File: config.mk
export PLATFORM = sky130hd
export DESIGN_NAME = wdrs_watchdog_reset
export DESIGN_NICKNAME = d
export VERILOG_FILES = /design/src/include/wdrs_pkg.sv /design/src/wdrs_sync_filter.sv /design/src/wdrs_watchdog_reset.sv
export SDC_FILE = /design/constraint.sdc
export NUM_CORES = 1
export LEC_CHECK = 0
export BUFFER_PORTS_ARGS = -buffer_cell sky130_fd_sc_hd__buf_2
export CAP_MARGIN = 20
export CORE_MARGIN = 2
export CORE_UTILIZATION = 50
export DETAILED_ROUTE_END_ITERATION = 12
export PLACE_DENSITY = 0.77
export SKIP_CTS_REPAIR_TIMING = 1
export SYNTH_ARGS = -nofsm -noshare
export SYNTH_HDL_FRONTEND = slang
export SYNTH_SLANG_ARGS = --single-unit
File: constraint.sdc
create_clock -name core_clk -period 2.9 [get_ports core_clk]
set_input_delay 0.29 -clock core_clk [delete_from_list [all_inputs] [get_ports core_clk]]
set_output_delay 0.29 -clock core_clk [all_outputs]
set_load 0.02 [all_outputs]
File: src/include/wdrs_pkg.sv
package wdrs_pkg;

    // clock and derived timing
    localparam int CLK_PERIOD_NS = 10;
    localparam int BROWNOUT_MIN_WIDTH_NS = 2000;
    localparam int BROWNOUT_MIN_CYCLES = (BROWNOUT_MIN_WIDTH_NS + CLK_PERIOD_NS - 1) / CLK_PERIOD_NS;
    // firmware-side settle time of the reference, used only by the testbench wait
    localparam int REF_STARTUP_MAX_US = 70;
    localparam int WD_OSC_FREQ_KHZ = 128;

    // register addresses on the i/o port
    localparam int IO_ADDR_W = 6;
    localparam logic [5:0] ADDR_RESET_CAUSE = 6'h00;
    localparam logic [5:0] ADDR_WD_CTRL = 6'h01;

    // reset values
    localparam logic [7:0] CTRL_RESET = 8'h00;
    localparam logic [7:0] STATUS_POR = 8'h01;
    localparam logic [7:0] READ_UNMAPPED = 8'h00;
    localparam logic [3:0] STATUS_RESERVED = 4'h0;

    // watchdog timing
    localparam int WD_CNT_W = 21;
    localparam logic [20:0] WD_BASE_CYCLES = 21'h000800;
    localparam logic [3:0] WD_MAX_SEL = 4'h9;
    localparam logic [2:0] CHANGE_WINDOW_CYCLES = 3'h4;

    // fuse coding of a disabled brown-out detector
    localparam logic [1:0] BOD_LEVEL_DISABLED = 2'h3;

    typedef struct packed {
        logic wdIrqFlag;
        logic wdIrqEnable;
        logic prescaleHi;
        logic wdChangeEnable;
        logic wdResetEnable;
        logic [2:0] prescaleLo;
    } wdrs_ctrl_t;

    typedef struct packed {
        logic [3:0] reserved;
        logic watchdogResetFlag;
        logic brownoutResetFlag;
        logic pinResetFlag;
        logic poweronResetFlag;
    } wdrs_status_t;

    typedef enum logic [2:0] {
        SEQ_RUN = 3'b001,
        SEQ_HOLD = 3'b010,
        SEQ_DELAY = 3'b100
    } wdrs_seq_t;

    // reserved codes above the top entry fall back to the longest time-out
    function automatic logic [20:0] wdrs_timeout_cycles(input logic [3:0] sel);
        logic [3:0] s;
        s = (sel > WD_MAX_SEL) ? WD_MAX_SEL : sel;
        return WD_BASE_CYCLES << s;
    endfunction

endpackage

File: src/wdrs_sync_filter.sv
`timescale 1ns/100ps
module wdrs_sync_filter #(
    parameter int FILTER_CYCLES = 0,
    parameter logic RESET_LEVEL = 1'b0
) (
    input wire logic core_clk,
    input wire logic rstn,
    input wire logic ce,
    input wire logic asyncIn,
    output logic levelOut
);
    logic syncFirstQ;
    logic syncSecondQ;
    logic filtQ;
    logic [15:0] cntQ;

    // two-stage synchroniser, first stage feeds only the second
    always_ff @(posedge core_clk or negedge rstn) begin
        if (!rstn) begin
            syncFirstQ <= RESET_LEVEL;
            syncSecondQ <= RESET_LEVEL;
        end else if (ce) begin
            syncFirstQ <= asyncIn;
            syncSecondQ <= syncFirstQ;
        end
    end

    // high level must persist before it is passed; low passes at once
    always_ff @(posedge core_clk or negedge rstn) begin
        if (!rstn) begin
            cntQ <= 16'h0000;
            filtQ <= 1'b0;
        end else if (ce) begin
            if (!syncSecondQ) begin
                cntQ <= 16'h0000;
                filtQ <= 1'b0;
            end else if (cntQ >= 16'(FILTER_CYCLES)) begin
                filtQ <= 1'b1;
            end else begin
                cntQ <= cntQ + 16'h0001;
            end
        end
    end

    assign levelOut = (FILTER_CYCLES == 0) ? syncSecondQ : filtQ;
endmodule

File: src/wdrs_watchdog_reset.sv
`timescale 1ns/100ps
// Overview of operation
// brown-out holds reset; start-up delay on release
// brown-out needs 2 us below trigger
// watchdog reset pulse one cycle, delay after
// status bits 7..4 read zero
// watchdog flag set on watchdog reset
// brown-out flag set on brown-out reset
// pin flag set on external reset
// power-on flag cleared only by software
// reference on for detector, bandgap or converter
// firmware waits reference start-up before use
// counter runs on 128 kHz oscillator ticks
// restart clears the watchdog counter
// interrupt mode raises wake-capable interrupt
// reset mode produces system reset
// combined mode: interrupt first, then reset
// always-on fuse forces reset mode
// firmware opens change with both bits set
// change accepted only within four cycles
// time-out selectable 16 ms to 8 s
// firmware clears flag and enable at start
// firmware reads then clears reset cause
// prescaler 2048 doubling to 1048576 cycles
// change-enable self-clears after four cycles
// reset-enable reads set while flag set
// irq flag cleared by vector or one
// protected bits frozen outside change window
// prescaler change acts on running count
module wdrs_watchdog_reset #(
    parameter logic [15:0] STARTUP_DELAY_CYCLES = 16'h1000
) (
    input wire logic core_clk,
    input wire logic rstn,
    input wire logic ce,
    input wire logic [5:0] ioAddr,
    input wire logic ioWrEn,
    input wire logic [7:0] ioWrData,
    output logic [7:0] ioRdData,
    input wire logic wdRestart,
    input wire logic irqVectorAck,
    input wire logic wdOscClk,
    input wire logic supplyBelowTrigger,
    input wire logic pinResetN,
    input wire logic wdAlwaysOnFuse,
    input wire logic [1:0] brownoutLevelFuse,
    input wire logic comparatorBandgapSel,
    input wire logic adcEnable,
    output logic wdIrqReq,
    output logic wdResetPulse,
    output logic sysReset,
    output logic refEnable
);
    wdrs_pkg::wdrs_ctrl_t ctrlQ, ctrlD, wrCtrlData, ctrlView;
    wdrs_pkg::wdrs_status_t statusQ, statusD, wrStatusData;
    wdrs_pkg::wdrs_seq_t seqQ, seqD;
    logic [20:0] wdCntQ, wdCntD, wdLimit;
    logic [2:0] winCntQ, winCntD;
    logic [15:0] delayCntQ, delayCntD;
    logic [7:0] rdMux;
    logic oscLevel, oscPrevQ, oscTick;
    logic bodFiltered, bodEnabled, bodActive, bodPrevQ, bodFire;
    logic pinLevelN, pinActive, pinPrevQ, pinFire;
    logic wdeEff, ieEff, wdRunning, expire, expireIrq, expireReset;
    logic wrCtrl, wrStatus, openWrite, changeWrite, sourceActive, refReq;

    // oscillator, supply comparator and reset pin arrive from outside the clock domain
    wdrs_sync_filter #(.FILTER_CYCLES(0), .RESET_LEVEL(1'b0)) u_osc_sync (
        .core_clk(core_clk),
        .rstn(rstn),
        .ce(ce),
        .asyncIn(wdOscClk),
        .levelOut(oscLevel)
    );
    wdrs_sync_filter #(.FILTER_CYCLES(wdrs_pkg::BROWNOUT_MIN_CYCLES), .RESET_LEVEL(1'b0)) u_bod_filter (
        .core_clk(core_clk),
        .rstn(rstn),
        .ce(ce),
        .asyncIn(supplyBelowTrigger),
        .levelOut(bodFiltered)
    );
    wdrs_sync_filter #(.FILTER_CYCLES(0), .RESET_LEVEL(1'b1)) u_pin_sync (
        .core_clk(core_clk),
        .rstn(rstn),
        .ce(ce),
        .asyncIn(pinResetN),
        .levelOut(pinLevelN)
    );

    // source decode and edges
    assign oscTick = oscLevel & ~oscPrevQ;
    assign bodEnabled = brownoutLevelFuse != wdrs_pkg::BOD_LEVEL_DISABLED;
    assign bodActive = bodEnabled & bodFiltered;
    assign bodFire = bodActive & ~bodPrevQ;
    assign pinActive = ~pinLevelN;
    assign pinFire = pinActive & ~pinPrevQ;
    assign refReq = bodEnabled | comparatorBandgapSel | adcEnable;

    // effective mode bits; the flag and the fuse override stored bits
    assign wdeEff = ctrlQ.wdResetEnable | statusQ.watchdogResetFlag | wdAlwaysOnFuse;
    assign ieEff = ctrlQ.wdIrqEnable & ~wdAlwaysOnFuse;
    assign wdRunning = wdeEff | ieEff;
    assign wdLimit = wdrs_pkg::wdrs_timeout_cycles({ctrlQ.prescaleHi, ctrlQ.prescaleLo});

    // compare against the live selection, so a shorter one can fire at once
    assign expire = wdRunning & ~sysReset & (wdCntQ >= wdLimit);
    assign expireIrq = expire & ieEff & ~(wdeEff & ctrlQ.wdIrqFlag);
    assign expireReset = expire & wdeEff & ~expireIrq;

    // register port decode
    assign wrCtrl = ioWrEn & (ioAddr == wdrs_pkg::ADDR_WD_CTRL);
    assign wrStatus = ioWrEn & (ioAddr == wdrs_pkg::ADDR_RESET_CAUSE);
    assign wrCtrlData = wdrs_pkg::wdrs_ctrl_t'(ioWrData);
    assign wrStatusData = wdrs_pkg::wdrs_status_t'(ioWrData);
    assign openWrite = wrCtrl & wrCtrlData.wdChangeEnable & wrCtrlData.wdResetEnable;
    assign changeWrite = wrCtrl & ~wrCtrlData.wdChangeEnable & (winCntQ != 3'h0);

    // control register next value; set of the irq flag wins over its clear
    always_comb begin
        ctrlD = ctrlQ;
        winCntD = (winCntQ != 3'h0) ? winCntQ - 3'h1 : 3'h0;
        if (sysReset) begin
            ctrlD = wdrs_pkg::wdrs_ctrl_t'(wdrs_pkg::CTRL_RESET);
            winCntD = 3'h0;
        end else begin
            if (wrCtrl) begin
                ctrlD.wdIrqEnable = wrCtrlData.wdIrqEnable;
                if (changeWrite) begin
                    ctrlD.wdResetEnable = wrCtrlData.wdResetEnable;
                    ctrlD.prescaleHi = wrCtrlData.prescaleHi;
                    ctrlD.prescaleLo = wrCtrlData.prescaleLo;
                    winCntD = 3'h0;
                end else begin
                    // setting is always allowed, clearing needs the window
                    ctrlD.wdResetEnable = ctrlQ.wdResetEnable | wrCtrlData.wdResetEnable;
                    if (openWrite) begin
                        winCntD = wdrs_pkg::CHANGE_WINDOW_CYCLES;
                    end
                end
                if (wrCtrlData.wdIrqFlag) begin
                    ctrlD.wdIrqFlag = 1'b0;
                end
            end
            if (irqVectorAck) begin
                ctrlD.wdIrqFlag = 1'b0;
                if (wdeEff) begin
                    ctrlD.wdIrqEnable = 1'b0;
                end
            end
            if (expireIrq) begin
                ctrlD.wdIrqFlag = 1'b1;
            end
        end
        ctrlD.wdChangeEnable = 1'b0;
        ctrlD.wdIrqEnable = ctrlD.wdIrqEnable & ~wdAlwaysOnFuse;
    end

    // reset cause: writing zero clears, events in the same cycle win
    always_comb begin
        statusD = statusQ;
        if (wrStatus) begin
            statusD.watchdogResetFlag = statusQ.watchdogResetFlag & wrStatusData.watchdogResetFlag;
            statusD.brownoutResetFlag = statusQ.brownoutResetFlag & wrStatusData.brownoutResetFlag;
            statusD.pinResetFlag = statusQ.pinResetFlag & wrStatusData.pinResetFlag;
            statusD.poweronResetFlag = statusQ.poweronResetFlag & wrStatusData.poweronResetFlag;
        end
        statusD.watchdogResetFlag = statusD.watchdogResetFlag | expireReset;
        statusD.brownoutResetFlag = statusD.brownoutResetFlag | bodFire;
        statusD.pinResetFlag = statusD.pinResetFlag | pinFire;
        statusD.reserved = wdrs_pkg::STATUS_RESERVED;
    end

    // watchdog count, cleared by restart, expiry or while idle
    always_comb begin
        if (sysReset || !wdRunning || wdRestart || expire) begin
            wdCntD = 21'h000000;
        end else if (oscTick) begin
            wdCntD = wdCntQ + 21'h000001;
        end else begin
            wdCntD = wdCntQ;
        end
    end

    // reset sequencer; delay starts once every source has gone away
    assign sourceActive = bodActive | pinActive | wdResetPulse;
    always_comb begin
        seqD = seqQ;
        delayCntD = delayCntQ;
        case (seqQ)
            wdrs_pkg::SEQ_RUN: begin
                if (sourceActive) begin
                    seqD = wdrs_pkg::SEQ_HOLD;
                end
            end
            wdrs_pkg::SEQ_HOLD: begin
                delayCntD = STARTUP_DELAY_CYCLES;
                if (!sourceActive) begin
                    seqD = wdrs_pkg::SEQ_DELAY;
                end
            end
            wdrs_pkg::SEQ_DELAY: begin
                if (sourceActive) begin
                    seqD = wdrs_pkg::SEQ_HOLD;
                end else if (delayCntQ <= 16'h0001) begin
                    seqD = wdrs_pkg::SEQ_RUN;
                end else begin
                    delayCntD = delayCntQ - 16'h0001;
                end
            end
            default: begin
                seqD = wdrs_pkg::SEQ_HOLD;
            end
        endcase
    end

    // readback shows effective bits, not the raw stored ones
    always_comb begin
        ctrlView = ctrlQ;
        ctrlView.wdResetEnable = wdeEff;
        ctrlView.wdIrqEnable = ieEff;
        ctrlView.wdChangeEnable = winCntQ != 3'h0;
    end
    assign rdMux = (ioAddr == wdrs_pkg::ADDR_WD_CTRL) ? ctrlView :
                   (ioAddr == wdrs_pkg::ADDR_RESET_CAUSE) ? statusQ : wdrs_pkg::READ_UNMAPPED;

    // state registers
    always_ff @(posedge core_clk or negedge rstn) begin
        if (!rstn) begin
            ctrlQ <= wdrs_pkg::wdrs_ctrl_t'(wdrs_pkg::CTRL_RESET);
            statusQ <= wdrs_pkg::wdrs_status_t'(wdrs_pkg::STATUS_POR);
            winCntQ <= 3'h0;
            wdCntQ <= 21'h000000;
            seqQ <= wdrs_pkg::SEQ_HOLD;
            delayCntQ <= 16'h0000;
        end else if (ce) begin
            ctrlQ <= ctrlD;
            statusQ <= statusD;
            winCntQ <= winCntD;
            wdCntQ <= wdCntD;
            seqQ <= seqD;
            delayCntQ <= delayCntD;
        end
    end

    // edge memories and registered outputs
    always_ff @(posedge core_clk or negedge rstn) begin
        if (!rstn) begin
            oscPrevQ <= 1'b0;
            bodPrevQ <= 1'b0;
            pinPrevQ <= 1'b0;
            ioRdData <= 8'h00;
            wdIrqReq <= 1'b0;
            wdResetPulse <= 1'b0;
            sysReset <= 1'b1;
            refEnable <= 1'b0;
        end else if (ce) begin
            oscPrevQ <= oscLevel;
            bodPrevQ <= bodActive;
            pinPrevQ <= pinActive;
            ioRdData <= rdMux;
            wdIrqReq <= ctrlD.wdIrqFlag & ctrlD.wdIrqEnable;
            wdResetPulse <= expireReset;
            sysReset <= seqD != wdrs_pkg::SEQ_RUN;
            refEnable <= refReq;
        end
    end
endmodule

==> impl_metrics.py <==
metrics = {
    "setup_path": {
        "critical-path-top-delay-family": "compound AO/OA/AOI/OAI gates",
        "required_ps": 3170,
        "cp.arrival_ps": 2960,
        "path_common_cell": "buf_4",
        "worst-path-buf-inv": 2,
        "crit_chain": "nor2b_1 > nand2_1 > ha_1 > a21oi_1 > o21ai_0 > a2111oi_4 > buf_4 > a21oi_2 > buf_4 > o31ai_1",
        "max_stage_delay_ps": 510,
        "path_class": "flop to flop",
        "end_kind": "flop",
        "critPathMaxFanout": 19,
        "slowest_stage": "dfrtp_1",
        "cp-start-kind": "flop",
    },
    "synth": {
        "avgSynthCellArea_um2": 10.0,
        "syn_area_um2": 4810,
        "synth_top_area_frac": 0.453,
        "synth_cells": 480,
        "synth.most_common_cell": "dfrtp_1",
        "yosysSeqAreaShare": 0.480,
        "synthTopCellsByArea": "dfrtp_1 45%, ha_1 4.7%, nor2_1 4.6%",
        "yosysWarnings": 0,
        "ys.flop_type": "dfrtp_1",
        "synth_common_cells": "87 x dfrtp_1, 59 x nor2_1, 28 x nand2_1, 28 x o21ai_0, 22 x inv_1",
        "synth-edff-count": 0,
        "yosysUniqueCellTypes": 63,
        "ys_seq_elements": 92,
        "syn_nets": 526,
        "yosysTopAreaCell": "dfrtp_1",
        "ys_async_sr_fraction": 1.00,
    },
    "floorplan": {
        "die_y_um": 102,
        "die-area_um2": 10400,
        "initial_core_util": 0.518,
        "core_area_um2": 9280,
        "rows": 35,
        "die_w_um": 102,
        "io_pins": 40,
    },
    "sta": {
        "setup_viol": 0,
        "finalCriticalPeriod_ps": 2680,
        "tightest_slew_ps": 769,
        "hold_viol_final": 0,
        "post-route-period-util": 0.925,
        "max_freq_mhz": 373,
        "report.final.slew_viol_count": 0,
        "rsz0062_at_grt": "false",
        "slew_headroom": 0.485,
        "skew_ps": 12.0,
    },
    "final_layout": {
        "syn2layout_area_growth_pct": 12.3,
        "layout-drive-gt1-share": 0.179,
        "diodes": 0,
        "finalNonFillerCells": 659,
        "fin_nets": 571,
    },
    "power": {
        "power_density_nw_per_um2": 504,
        "peakVddDrop_mv": 0.368,
        "p_leak_nw": 2.37,
        "power_w": 0.00272,
    },
    "routing": {
        "wl_um": 9960,
        "drt_pre_antenna_iters": 5,
        "ant_nets": 0,
        "vias_per_cell": 5.78,
        "wl_per_cell_um": 15.1,
        "remaining_drc_errors": 0,
        "vias": 3811,
        "drt_iter0_drc": 186,
    },
    "grt": {
        "grt_util_all_layers": 0.203,
        "antenna_found_initial": 0,
        "grt_pass1_vias": 3686,
        "grt_pass1_wl_um": 16800,
        "grt_max_degree": 51,
        "overflow": 0,
    },
    "clock_network": {
        "cts-root-buf": "clkbuf_8",
        "path_clk_slew_ps": 90,
        "clk_latency_ps": 370,
        "cts_inserted_buffers": 9,
        "htreeDepth": 3,
        "cts_tree": "built",
        "clk_path_buf_depth": 2,
        "cts.sinks": 92,
    },
    "run": {
        "max_cap_violations": 0,
    },
    "placement": {
        "place_inst": 639,
        "gp_congestion": 0.788,
        "dp_hpwl_um": 7200,
        "port_buffers": 39,
    },
    "status": {
        "status": "completed",
    },
    "hold_path": {
        "hp-class": "primary input to flop",
    },
}
==> registers in the layout (all words and copies together), names as in the netlist, 3 cells and up <==
signal	count
statusQ	4
delayCntQ	16
ctrlQ	7
u_bod_filter.cntQ	16
winCntQ	3
seqQ	3
wdCntQ	21
ioRdData	8
==> layer usage <==
metal,track usage,part of all wire
met5,0,0
met4,0.0687,0.012
met3,0.0438,0.058
met2,0.335,0.49
met1,0.269,0.44
==> final cells by class <==
cell class | count | area [um^2]
inverter | 22 | 82.6
sequential | 92 | 2310
clock inverter | 6 | 72.6
fill | 784 | 3890
multi-input combinational | 350 | 2350
timing repair buffer | 50 | 283
tap | 129 | 161
clock buffer | 10 | 138
==> through the flow <==
stage	cell area (um^2)	hold slack [ps]	setup TNS (ps)	utilization	setup slack, ps
3_5_place_dp	5140	355	0	0.554	29.3
4_1_cts	5350	-45.5	-26.3	0.577	-14.3
3_3_place_gp	5140	347	0	0.554	186
6_report	5400	140	0	0.581	217
2_1_floorplan	4810	-5.59	0	-	395
5_1_grt	5400	138	0	0.581	8.97
==> cell families after synthesis <==
group           Yosys count  synth area share
compound gates          110             0.161
fa+ha+maj                18            0.0469
buf+inv                  38            0.0328
simple gates            184             0.204
flops                    92             0.480
mux                      12            0.0268
xor+xnor                 26            0.0474
==> final timing paths <==
path	from	endpoint	slack, ps	cells after the start
worst max-delay path	ctrlQ[0]	wdCntQ[1]	220	10
worst min-delay path	brownoutLevelFuse[1]	refEnable	140	2
worst max register to register	ctrlQ[0]	wdCntQ[1]	220	10
worst min register to register	statusQ[0]	statusQ[0]	470	1
max in group asynchronous	rstn	u_pin_sync.syncFirstQ	1630	3
min in group asynchronous	rstn	wdCntQ[10]	470	2
==> where the power goes <==
group / leakage (nW) / switching (W) / internal [W]
sequential: 1.23 / 0.0000787 / 0.00136
combinational: 1.03 / 0.000238 / 0.000151
clock: 0.103 / 0.000468 / 0.000429
==> placed cells by master (no fill, tap or decap), types with 4 or more instances in the layout <==
cell        n
a21oi_1    20
a22oi_1     4
a31oi_1     5
and2_1      7
and3_1      4
buf_2      38
buf_4      11
clkbuf_8   10
dfrtp_1    87
dfstp_2     5
ha_1       18
inv_1      22
mux2_2      7
mux2i_1     5
nand2_1    28
nand2b_1    4
nand3_1    19
nand3b_1    4
nand4_1    16
nand4b_1    5
nor2_1     59
nor2b_1     4
nor3_1      8
o21ai_0    28
o2bb2ai_1   9
o31ai_1     9
or3_1       6
xnor2_1     8
xor2_1     18
(Power assumes the default switching activity.)
